`src/shared/vpm_pkg.sv`:
```
package vpm_pkg;

  // Geometry
  localparam int NUM_PORTS = 16;
  localparam int NUM_VPORTS = 4;
  localparam int PIN_W = 8;

  // Global register byte addresses
  localparam logic [11:0] ADDR_MAP_A = 12'h0000;
  localparam logic [11:0] ADDR_MAP_B = 12'h0004;
  localparam logic [11:0] ADDR_CLKEV = 12'h0008;
  localparam logic [11:0] ADDR_IRQ_STATUS = 12'h0010;
  localparam logic [11:0] ADDR_IRQ_MASK = 12'h0014;

  // Virtual port window: 0x040 + v*0x10, physical window: 0x200 + p*0x20
  localparam logic [5:0] VPORT_WIN = 6'h01;
  localparam logic [2:0] PPORT_WIN = 3'h1;

  // Offsets of registers inside one port window
  localparam logic [4:0] OFS_DIR = 5'h00;
  localparam logic [4:0] OFS_OUT = 5'h04;
  localparam logic [4:0] OFS_IN = 5'h08;
  localparam logic [4:0] OFS_FLAGS = 5'h0C;
  localparam logic [4:0] OFS_MASK0 = 5'h10;
  localparam logic [4:0] OFS_MASK1 = 5'h14;
  localparam logic [4:0] OFS_SENSE = 5'h18;

  // Field positions
  localparam int MAP_LO_LSB = 0;
  localparam int MAP_HI_LSB = 4;
  localparam int CLK_ROUTE_LSB = 0;
  localparam int EV_ROUTE_LSB = 4;
  localparam int SENSE_IBDIS_BIT = 2;
  localparam int ROUTED_PIN = 7;
  localparam logic [3:0] ROUTE_PORT_BASE = 4'h1;

  // Reset values
  localparam logic [7:0] MAP_RESET = 8'h00;
  localparam logic [1:0] ROUTE_RESET = 2'h0;
  localparam logic [7:0] PORT_RESET = 8'h00;
  localparam logic [2:0] SENSE_RESET = 3'h0;
  localparam logic [15:0] IRQ_RESET = 16'h0000;
  localparam logic [1:0] CLKEV_RSVD_ONES = 2'h3;
  localparam logic [1:0] ROUTE_OFF = 2'h0;

  // Sense modes
  localparam logic [1:0] SENSE_BOTH = 2'h0;
  localparam logic [1:0] SENSE_RISE = 2'h1;
  localparam logic [1:0] SENSE_FALL = 2'h2;
  localparam logic [1:0] SENSE_LOW = 2'h3;

  typedef enum logic [2:0] {
    PR_NONE,
    PR_DIR,
    PR_OUT,
    PR_IN,
    PR_FLAGS,
    PR_MASK0,
    PR_MASK1,
    PR_SENSE
  } vpm_reg_sel_t;

  // Write request toward one physical port
  typedef struct packed {
    logic en;
    vpm_reg_sel_t sel;
    logic [7:0] data;
  } vpm_port_wr_t;

  // State a physical port shows to the bus
  typedef struct packed {
    logic [7:0] dir;
    logic [7:0] out;
    logic [7:0] in;
    logic [1:0] flags;
    logic [7:0] mask0;
    logic [7:0] mask1;
    logic [2:0] sense;
  } vpm_port_view_t;

endpackage

```
`src/design/vpm_port.sv`:
```
`timescale 1ns/1ns
module vpm_port (
  input wire logic clk,
  input wire logic rst,
  input vpm_pkg::vpm_port_wr_t wr,
  input wire logic [7:0] pin_in,
  output vpm_pkg::vpm_port_view_t view,
  output logic flag_hit
);
  logic [7:0] dir_r;
  logic [7:0] out_r;
  logic [7:0] mask0_r;
  logic [7:0] mask1_r;
  logic [2:0] sense_r;
  logic [7:0] sync1_r;
  logic [7:0] sync2_r;
  logic [7:0] prev_r;
  logic [1:0] flags_r;
  logic [1:0] flags_nxt;
  logic [7:0] pin_ev;
  logic [1:0] hit;
  logic [1:0] clr;

  // Plain read/write registers
  always_ff @(posedge clk or posedge rst) begin
    if (rst) begin
      dir_r <= vpm_pkg::PORT_RESET;
      out_r <= vpm_pkg::PORT_RESET;
      mask0_r <= vpm_pkg::PORT_RESET;
      mask1_r <= vpm_pkg::PORT_RESET;
      sense_r <= vpm_pkg::SENSE_RESET;
    end else if (wr.en) begin
      if (wr.sel == vpm_pkg::PR_DIR) dir_r <= wr.data;
      if (wr.sel == vpm_pkg::PR_OUT) out_r <= wr.data;
      if (wr.sel == vpm_pkg::PR_MASK0) mask0_r <= wr.data;
      if (wr.sel == vpm_pkg::PR_MASK1) mask1_r <= wr.data;
      if (wr.sel == vpm_pkg::PR_SENSE) sense_r <= wr.data[2:0];
    end
  end

  // Two-stage pin synchroniser plus history for edge sense
  always_ff @(posedge clk or posedge rst) begin
    if (rst) begin
      sync1_r <= vpm_pkg::PORT_RESET;
      sync2_r <= vpm_pkg::PORT_RESET;
      prev_r <= vpm_pkg::PORT_RESET;
    end else begin
      sync1_r <= pin_in;
      sync2_r <= sync1_r;
      prev_r <= sync2_r;
    end
  end

  // Per-pin sense decode; disabled input buffer raises nothing
  always_comb begin
    pin_ev = '0;
    if (!sense_r[vpm_pkg::SENSE_IBDIS_BIT]) begin
      case (sense_r[1:0])
        vpm_pkg::SENSE_BOTH: pin_ev = sync2_r ^ prev_r;
        vpm_pkg::SENSE_RISE: pin_ev = sync2_r & ~prev_r;
        vpm_pkg::SENSE_FALL: pin_ev = ~sync2_r & prev_r;
        default: pin_ev = ~sync2_r;
      endcase
    end
  end

  assign hit = {|(pin_ev & mask1_r), |(pin_ev & mask0_r)};
  assign clr = (wr.en && wr.sel == vpm_pkg::PR_FLAGS) ? wr.data[1:0] : 2'h0;
  // Set beats write-one-to-clear in the same cycle
  assign flags_nxt = (flags_r & ~clr) | hit;

  always_ff @(posedge clk or posedge rst) begin
    if (rst) flags_r <= 2'h0;
    else flags_r <= flags_nxt;
  end

  assign flag_hit = |hit;
  // Input reads zero while its buffer is disabled
  assign view.in = sense_r[vpm_pkg::SENSE_IBDIS_BIT] ? 8'h00 : sync2_r;
  assign view.dir = dir_r;
  assign view.out = out_r;
  assign view.flags = flags_r;
  assign view.mask0 = mask0_r;
  assign view.mask1 = mask1_r;
  assign view.sense = sense_r;
endmodule

```
`src/design/vpm_top.sv`:
```
// The register offsets and the APB slave port were chosen for this implementation.
`timescale 1ns/1ns
// Notes on behaviour
// Upper nibble of first map register picks the port behind alias 1.
// Lower nibble of first map register picks the port behind alias 0.
// Upper nibble of second map register picks the port behind alias 3.
// Lower nibble of second map register picks the port behind alias 2.
// Alias registers behave exactly like the selected port's own registers.
// Select codes 0..15 index the sixteen ports in lettered order.
// Bits 7:6 and 3:2 of the route register read as one.
// Bits 5:4 route event channel 0 to pin 7 of port C, D or E.
// Software sets the pin as output before the event can appear.
// Bits 1:0 route the peripheral clock to pin 7 of port C, D or E.
// Clock wins over event when both pick the same pin.
// Software sets the pin as output before the clock can appear.
// Software keeps clock and event routes different.
// Alias input register shows synchronised pin levels while buffer enabled.
// Alias flag register bits 7:2 read as zero.
// Flags set on a sensed edge, or a low level in low sense mode, of a masked pin; write one clears.
// Output bit drives pin high on one, low on zero.
// Map changes steer the very next alias access, no added delay.
module vpm_top (
  input wire logic REF_CLK,
  input wire logic RST,
  input wire logic PSEL,
  input wire logic PENABLE,
  input wire logic PWRITE,
  input wire logic [11:0] PADDR,
  input wire logic [31:0] PWDATA,
  input wire logic [3:0] PSTRB,
  output logic [31:0] PRDATA,
  output logic PREADY,
  output logic PSLVERR,
  input wire logic [127:0] PIN_IN,
  output logic [127:0] PIN_OUT,
  output logic [127:0] PIN_OE,
  input wire logic EVENT_CH0,
  output logic IRQ
);
  logic [7:0] map_a_r;
  logic [7:0] map_b_r;
  logic [1:0] clk_route_r;
  logic [1:0] ev_route_r;
  logic [15:0] irq_stat_r;
  logic [15:0] irq_mask_r;
  logic [31:0] rdata_r;
  logic err_r;
  logic [3:0] alias_sel [4];
  vpm_pkg::vpm_port_wr_t port_wr [vpm_pkg::NUM_PORTS];
  vpm_pkg::vpm_port_view_t port_view [vpm_pkg::NUM_PORTS];
  logic [15:0] port_hit;

  // Decoded access
  logic hit_map_a;
  logic hit_map_b;
  logic hit_clkev;
  logic hit_stat;
  logic hit_mask;
  logic hit_port;
  logic [3:0] tgt_port;
  vpm_pkg::vpm_reg_sel_t tgt_sel;
  logic [31:0] rd_val;
  logic dec_err;
  logic wr_go;
  logic lane0;

  // Alias selectors come straight from the map registers, no pipeline
  assign alias_sel[0] = map_a_r[vpm_pkg::MAP_LO_LSB +: 4];
  assign alias_sel[1] = map_a_r[vpm_pkg::MAP_HI_LSB +: 4];
  assign alias_sel[2] = map_b_r[vpm_pkg::MAP_LO_LSB +: 4];
  assign alias_sel[3] = map_b_r[vpm_pkg::MAP_HI_LSB +: 4];

  // Address decode; alias window resolves to a physical port index
  always_comb begin
    hit_map_a = 1'b0;
    hit_map_b = 1'b0;
    hit_clkev = 1'b0;
    hit_stat = 1'b0;
    hit_mask = 1'b0;
    hit_port = 1'b0;
    tgt_port = 4'h0;
    tgt_sel = vpm_pkg::PR_NONE;
    dec_err = 1'b0;
    if (PADDR[1:0] != 2'h0) begin
      dec_err = 1'b1;
    end else if (PADDR == vpm_pkg::ADDR_MAP_A) begin
      hit_map_a = 1'b1;
    end else if (PADDR == vpm_pkg::ADDR_MAP_B) begin
      hit_map_b = 1'b1;
    end else if (PADDR == vpm_pkg::ADDR_CLKEV) begin
      hit_clkev = 1'b1;
    end else if (PADDR == vpm_pkg::ADDR_IRQ_STATUS) begin
      hit_stat = 1'b1;
    end else if (PADDR == vpm_pkg::ADDR_IRQ_MASK) begin
      hit_mask = 1'b1;
    end else if (PADDR[11:6] == vpm_pkg::VPORT_WIN) begin
      // Only the four mirrored registers exist in an alias window
      hit_port = 1'b1;
      tgt_port = alias_sel[PADDR[5:4]];
      if ({1'b0, PADDR[3:0]} == vpm_pkg::OFS_DIR) tgt_sel = vpm_pkg::PR_DIR;
      else if ({1'b0, PADDR[3:0]} == vpm_pkg::OFS_OUT) tgt_sel = vpm_pkg::PR_OUT;
      else if ({1'b0, PADDR[3:0]} == vpm_pkg::OFS_IN) tgt_sel = vpm_pkg::PR_IN;
      else tgt_sel = vpm_pkg::PR_FLAGS;
    end else if (PADDR[11:9] == vpm_pkg::PPORT_WIN) begin
      hit_port = 1'b1;
      tgt_port = PADDR[8:5];
      if (PADDR[4:0] == vpm_pkg::OFS_DIR) tgt_sel = vpm_pkg::PR_DIR;
      else if (PADDR[4:0] == vpm_pkg::OFS_OUT) tgt_sel = vpm_pkg::PR_OUT;
      else if (PADDR[4:0] == vpm_pkg::OFS_IN) tgt_sel = vpm_pkg::PR_IN;
      else if (PADDR[4:0] == vpm_pkg::OFS_FLAGS) tgt_sel = vpm_pkg::PR_FLAGS;
      else if (PADDR[4:0] == vpm_pkg::OFS_MASK0) tgt_sel = vpm_pkg::PR_MASK0;
      else if (PADDR[4:0] == vpm_pkg::OFS_MASK1) tgt_sel = vpm_pkg::PR_MASK1;
      else if (PADDR[4:0] == vpm_pkg::OFS_SENSE) tgt_sel = vpm_pkg::PR_SENSE;
      else dec_err = 1'b1;
    end else begin
      dec_err = 1'b1;
    end
  end

  // Read mux, evaluated in the setup cycle
  always_comb begin
    rd_val = 32'h0000_0000;
    if (hit_map_a) begin
      rd_val = {24'h00_0000, map_a_r};
    end else if (hit_map_b) begin
      rd_val = {24'h00_0000, map_b_r};
    end else if (hit_clkev) begin
      rd_val = {24'h00_0000, vpm_pkg::CLKEV_RSVD_ONES, ev_route_r,
                vpm_pkg::CLKEV_RSVD_ONES, clk_route_r};
    end else if (hit_stat) begin
      rd_val = {16'h0000, irq_stat_r};
    end else if (hit_mask) begin
      rd_val = {16'h0000, irq_mask_r};
    end else if (hit_port) begin
      case (tgt_sel)
        vpm_pkg::PR_DIR: rd_val = {24'h00_0000, port_view[tgt_port].dir};
        vpm_pkg::PR_OUT: rd_val = {24'h00_0000, port_view[tgt_port].out};
        vpm_pkg::PR_IN: rd_val = {24'h00_0000, port_view[tgt_port].in};
        vpm_pkg::PR_FLAGS: rd_val = {30'h0000_0000, port_view[tgt_port].flags};
        vpm_pkg::PR_MASK0: rd_val = {24'h00_0000, port_view[tgt_port].mask0};
        vpm_pkg::PR_MASK1: rd_val = {24'h00_0000, port_view[tgt_port].mask1};
        vpm_pkg::PR_SENSE: rd_val = {29'h0000_0000, port_view[tgt_port].sense};
        default: rd_val = 32'h0000_0000;
      endcase
    end
  end

  // Read data and error are captured in setup so both come from flops
  always_ff @(posedge REF_CLK or posedge RST) begin
    if (RST) begin
      rdata_r <= 32'h0000_0000;
      err_r <= 1'b0;
    end else if (PSEL && !PENABLE) begin
      rdata_r <= PWRITE ? 32'h0000_0000 : rd_val;
      err_r <= dec_err;
    end
  end

  // Zero-wait slave: every access phase completes at once
  assign PREADY = PSEL & PENABLE;
  assign PRDATA = rdata_r;
  assign PSLVERR = PSEL & PENABLE & err_r;

  // Registers are 8 or 16 bits wide, so only low lanes matter
  assign wr_go = PSEL & PENABLE & PWRITE & ~dec_err;
  assign lane0 = PSTRB[0];

  // Map registers
  always_ff @(posedge REF_CLK or posedge RST) begin
    if (RST) begin
      map_a_r <= vpm_pkg::MAP_RESET;
      map_b_r <= vpm_pkg::MAP_RESET;
    end else if (wr_go && lane0) begin
      if (hit_map_a) map_a_r <= PWDATA[7:0];
      if (hit_map_b) map_b_r <= PWDATA[7:0];
    end
  end

  // Route register; reserved bits are not stored
  always_ff @(posedge REF_CLK or posedge RST) begin
    if (RST) begin
      clk_route_r <= vpm_pkg::ROUTE_RESET;
      ev_route_r <= vpm_pkg::ROUTE_RESET;
    end else if (wr_go && lane0 && hit_clkev) begin
      clk_route_r <= PWDATA[vpm_pkg::CLK_ROUTE_LSB +: 2];
      ev_route_r <= PWDATA[vpm_pkg::EV_ROUTE_LSB +: 2];
    end
  end

  // Fan the single write out to the addressed physical port
  genvar gp;
  generate
    for (gp = 0; gp < vpm_pkg::NUM_PORTS; gp++) begin : g_port
      assign port_wr[gp].en = wr_go & lane0 & hit_port & (tgt_port == 4'(gp));
      assign port_wr[gp].sel = tgt_sel;
      assign port_wr[gp].data = PWDATA[7:0];

      vpm_port u_port (
        .clk(REF_CLK),
        .rst(RST),
        .wr(port_wr[gp]),
        .pin_in(PIN_IN[gp*8 +: 8]),
        .view(port_view[gp]),
        .flag_hit(port_hit[gp])
      );
    end
  endgenerate

  // Pin drive: pin 7 of ports C..E may carry the clock or the event
  logic clk_on;
  logic ev_on;
  logic [3:0] clk_port;
  logic [3:0] ev_port;
  assign clk_on = clk_route_r != vpm_pkg::ROUTE_OFF;
  assign ev_on = ev_route_r != vpm_pkg::ROUTE_OFF;
  assign clk_port = vpm_pkg::ROUTE_PORT_BASE + {2'h0, clk_route_r};
  assign ev_port = vpm_pkg::ROUTE_PORT_BASE + {2'h0, ev_route_r};

  genvar go;
  generate
    for (go = 0; go < vpm_pkg::NUM_PORTS; go++) begin : g_pin
      logic [7:0] drv;
      always_comb begin
        drv = port_view[go].out;
        // Clock checked last so it overrides a clashing event route
        if (ev_on && ev_port == 4'(go)) drv[vpm_pkg::ROUTED_PIN] = EVENT_CH0;
        if (clk_on && clk_port == 4'(go)) drv[vpm_pkg::ROUTED_PIN] = REF_CLK;
      end
      assign PIN_OUT[go*8 +: 8] = drv;
      // Nothing reaches a pin unless its direction bit says output
      assign PIN_OE[go*8 +: 8] = port_view[go].dir;
    end
  endgenerate

  // Sticky per-port interrupt status; a new hit beats a same-cycle clear
  always_ff @(posedge REF_CLK or posedge RST) begin
    if (RST) begin
      irq_stat_r <= vpm_pkg::IRQ_RESET;
      irq_mask_r <= vpm_pkg::IRQ_RESET;
    end else begin
      if (wr_go && hit_stat) begin
        irq_stat_r <= (irq_stat_r & ~PWDATA[15:0]) | port_hit;
      end else begin
        irq_stat_r <= irq_stat_r | port_hit;
      end
      if (wr_go && hit_mask) irq_mask_r <= PWDATA[15:0];
    end
  end

  assign IRQ = |(irq_stat_r & irq_mask_r);
endmodule

```
`config.mk`:
```
export PLATFORM = sky130hd
export DESIGN_NAME = vpm_top
export DESIGN_NICKNAME = d
export VERILOG_FILES = /design/src/shared/vpm_pkg.sv /design/src/design/vpm_port.sv /design/src/design/vpm_top.sv
export SDC_FILE = /design/constraint.sdc
export NUM_CORES = 2
export LEC_CHECK = 0
export BUFFER_PORTS_ARGS = -buffer_cell sky130_fd_sc_hd__clkbuf_2
export CAP_MARGIN = 20
export CORE_UTILIZATION = 50
export DETAILED_ROUTE_END_ITERATION = 10
export GPL_ROUTABILITY_DRIVEN = 0
export MAX_ROUTING_LAYER = met4
export PLACE_DENSITY = 0.8
export SYNTH_ARGS = -nofsm -noshare
export SYNTH_HDL_FRONTEND = slang
export SYNTH_SLANG_ARGS = --single-unit
```
`constraint.sdc`:
```
create_clock -name REF_CLK -period 31.6 [get_ports REF_CLK]
set_clock_uncertainty 0.1 [all_clocks]
set_input_delay 3.16 -clock REF_CLK [delete_from_list [all_inputs] [get_ports REF_CLK]]
set_output_delay 3.16 -clock REF_CLK [all_outputs]
set_load 0.02 [all_outputs]
```
==> metrics.yaml <==
finalSetupViolations: 0
vias: 41300
dp_hpwl_um: 135000
route.met3.wl_um: 29900
insertion_delay_ps: 730
post-cts-setup-buffers: 0
fin_tns_setup_ps: 0
cts_root_buffer: "clkbuf_16"
ys_seq_area_share_pct: 50.1
grt_overflow: 0
start_kind: "clock port"
vias_per_cell: 6.66
clk_pin_slew_ps: 60
wl_met2_um: 82000
critPathLaunch: "REF_CLK"
post-route-util_pct: 57.3
first_global_vias: 40800
fill_cells: 8232
layout_commonest_cell: "dfrtp_1"
maxCapViolCount: 0
worstMarginPinSlew_ps: 1410
end_kind: "output port"
antenna_found_initial: 16
coreArea_um2: 103000
yosysTopAreaCell: "dfrtp_1"
final_cell_mix: "1045 x dfrtp_1, 608 x mux2_2, 434 x clkbuf_2"
power_density_nw_per_um2: 50.1
final-max-slew-violation-count: 0
required_ps: 28340
die_w_um: 325
peakVddDrop_v: 0.0000517
rsz0062_at_grt: "false"
grt_first_pass_wirelength_um: 278000
synth_cell_type_count: 87
synthesis.area_um2: 52200
hp-class: "flip-flop to flip-flop"
crit_type: "clock port to output port"
cellLeakagePower_uw: 0.0291
relSlewSlack_pct: 4.94
postCtsHoldBufs: 0
outcome: "finished, violations left"
die_y_um: 325
drive_above_1_share_pct: 32.0
met1_length_um: 65900
finalHoldViolations: 0
wl_um: 194000
grt_max_degree: 181
drcViolationCount: 116
whs_ps: 220
cts-htree-levels: 3
first_pass_iters: 11
path_max_fanout: 14
cts_buffers: 111
top_layer: "met4"
io_pins: 473
clock_path_buffers: 3
start_util_pct: 50.4
syn_inst: 4403
ys_top_cells_by_area: "dfrtp_1 50%, mux2_2 13%, ha_1 6.1%"
cp_data_arrival_time_ps: 16780
final_nets: 5155
yosys_warnings: 0
io_buffers: 437
syn_area_per_cell_um2: 11.9
cts_tree: "yes"
ant_nets: 0
async_flop_share_pct: 100
synthDominantCellAreaShare_pct: 50.1
grt_usage_pct: 37.3
post_cts_resized: 0
synth_flop_cell: "dfrtp_1"
min_from: "g_port[2].u_port.sync1_r[6]$_DFF_PP0_"
synth_edf_count: 0
syn_to_final_growth_pct: 13.6
rows: 118
wl_per_cell_um: 31.3
drt_iter0_drc: 6728
yosys_register_bits: 1045
die_area_um2: 106000
violations: "design-rule violations"
r2r-start: "map_b_r[5]$_DFFE_PP0P_"
path summary, 6_finish.rpt:
kind                                                               to  slack, ps  cells after the start
max in group asynchronous        g_port[2].u_port.prev_r[2]$_DFF_PP0_      25160                      7
worst min register to register  g_port[2].u_port.sync2_r[6]$_DFF_PP0_        220                      0
worst min-delay path            g_port[2].u_port.sync2_r[6]$_DFF_PP0_        220                      0
min in group asynchronous        g_port[7].u_port.prev_r[7]$_DFF_PP0_       2500                      2
worst max-delay path                                      PIN_OUT[39]      11560                      6
worst max register to register                  PRDATA[3]$_DFFE_PP0P_      25470                     10
routing by layer:
layer | vias to the layer above | track usage [%]
li1 | 16300 | -
met1 | 20500 | 42.4
met2 | 3388 | 52.0
met3 | 1073 | 17.8
met4 | 0 | 24.5
met5 | - | -
registers in the layout, indices dropped and copies added (netlist names), 32 cells and up:
register and cells:
g_port.u_port.prev_r 128, g_port.u_port.sync2_r 128, g_port.u_port.mask1_r 128, g_port.u_port.flags_r 32, g_port.u_port.sync1_r 128, g_port.u_port.dir_r 128
g_port.u_port.sense_r 48, g_port.u_port.out_r 128, g_port.u_port.mask0_r 128
cell usage after synthesis, types with 77 or more instances:
cell type / count
dfrtp_1: 1045
mux2_2: 608
inv_1: 420
ha_1: 256
nand2_1: 227
clkbuf_1: 168
a22oi_1: 158
o21ai_0: 142
mux4_2: 132
and2_1: 123
o22ai_1: 118
nor2_1: 110
a21oi_1: 109
buf_4: 77
kinds of logic (layout without fill, tap and decap cells):
family / Yosys count / after routing / share of synthesized area, %
flops: 1045 / 1045 / 50.1
other cells: 1 / 36 / 0.00718
mux: 775 / 775 / 19.5
simple gates: 784 / 784 / 7.84
compound gates: 788 / 788 / 10.2
buf+inv: 753 / 1141 / 6.21
fa+ha+maj: 256 / 256 / 6.13
xor+xnor: 1 / 1 / 0.0168
layout make-up:
type                            instances  area, um2  share of cell area (%)
Inverter                              421       1580                    2.67
Multi-Input combinational cell       2620      23100                    38.9
Clock buffer                          152       3230                    5.44
Timing Repair Buffer                  512       2850                    4.79
Antenna cell                           20       50.0                  0.0843
Tap cell                             1380       1730                    2.91
Sequential cell                      1045      26200                    44.1
Clock inverter                         56        697                    1.17
worst max-delay path, stage by stage:
cell and delay, ps:
clkbuf_16 200, clkbuf_16 250, clkbuf_16 190, inv_1 50, a31oi_1 90, clkbuf_2 180
power by group:
part           switching [uW]  total (uW)  leakage [uW]  internal, uW
combinational             136         198        0.0134          61.5
clock                     566        1390       0.00197           827
sequential               20.3        1380        0.0137          1360
total                     722        2970        0.0291          2250
per-stage QoR:
step | cells | power, uW | worst slack [ps] | cell area (um2)
CTS | 6181 | 2970 | 11530 | 59200
floorplan | 4418 | 1520 | 12290 | 52300
detailed placement | 5977 | 1600 | 12250 | 55300
finish | 6206 | 2970 | 11560 | 59300
global route | 6202 | 3050 | 11510 | 59300
global placement | 5976 | 1590 | 12250 | 55300
No activity file was read; power rests on OpenSTA's default activity.
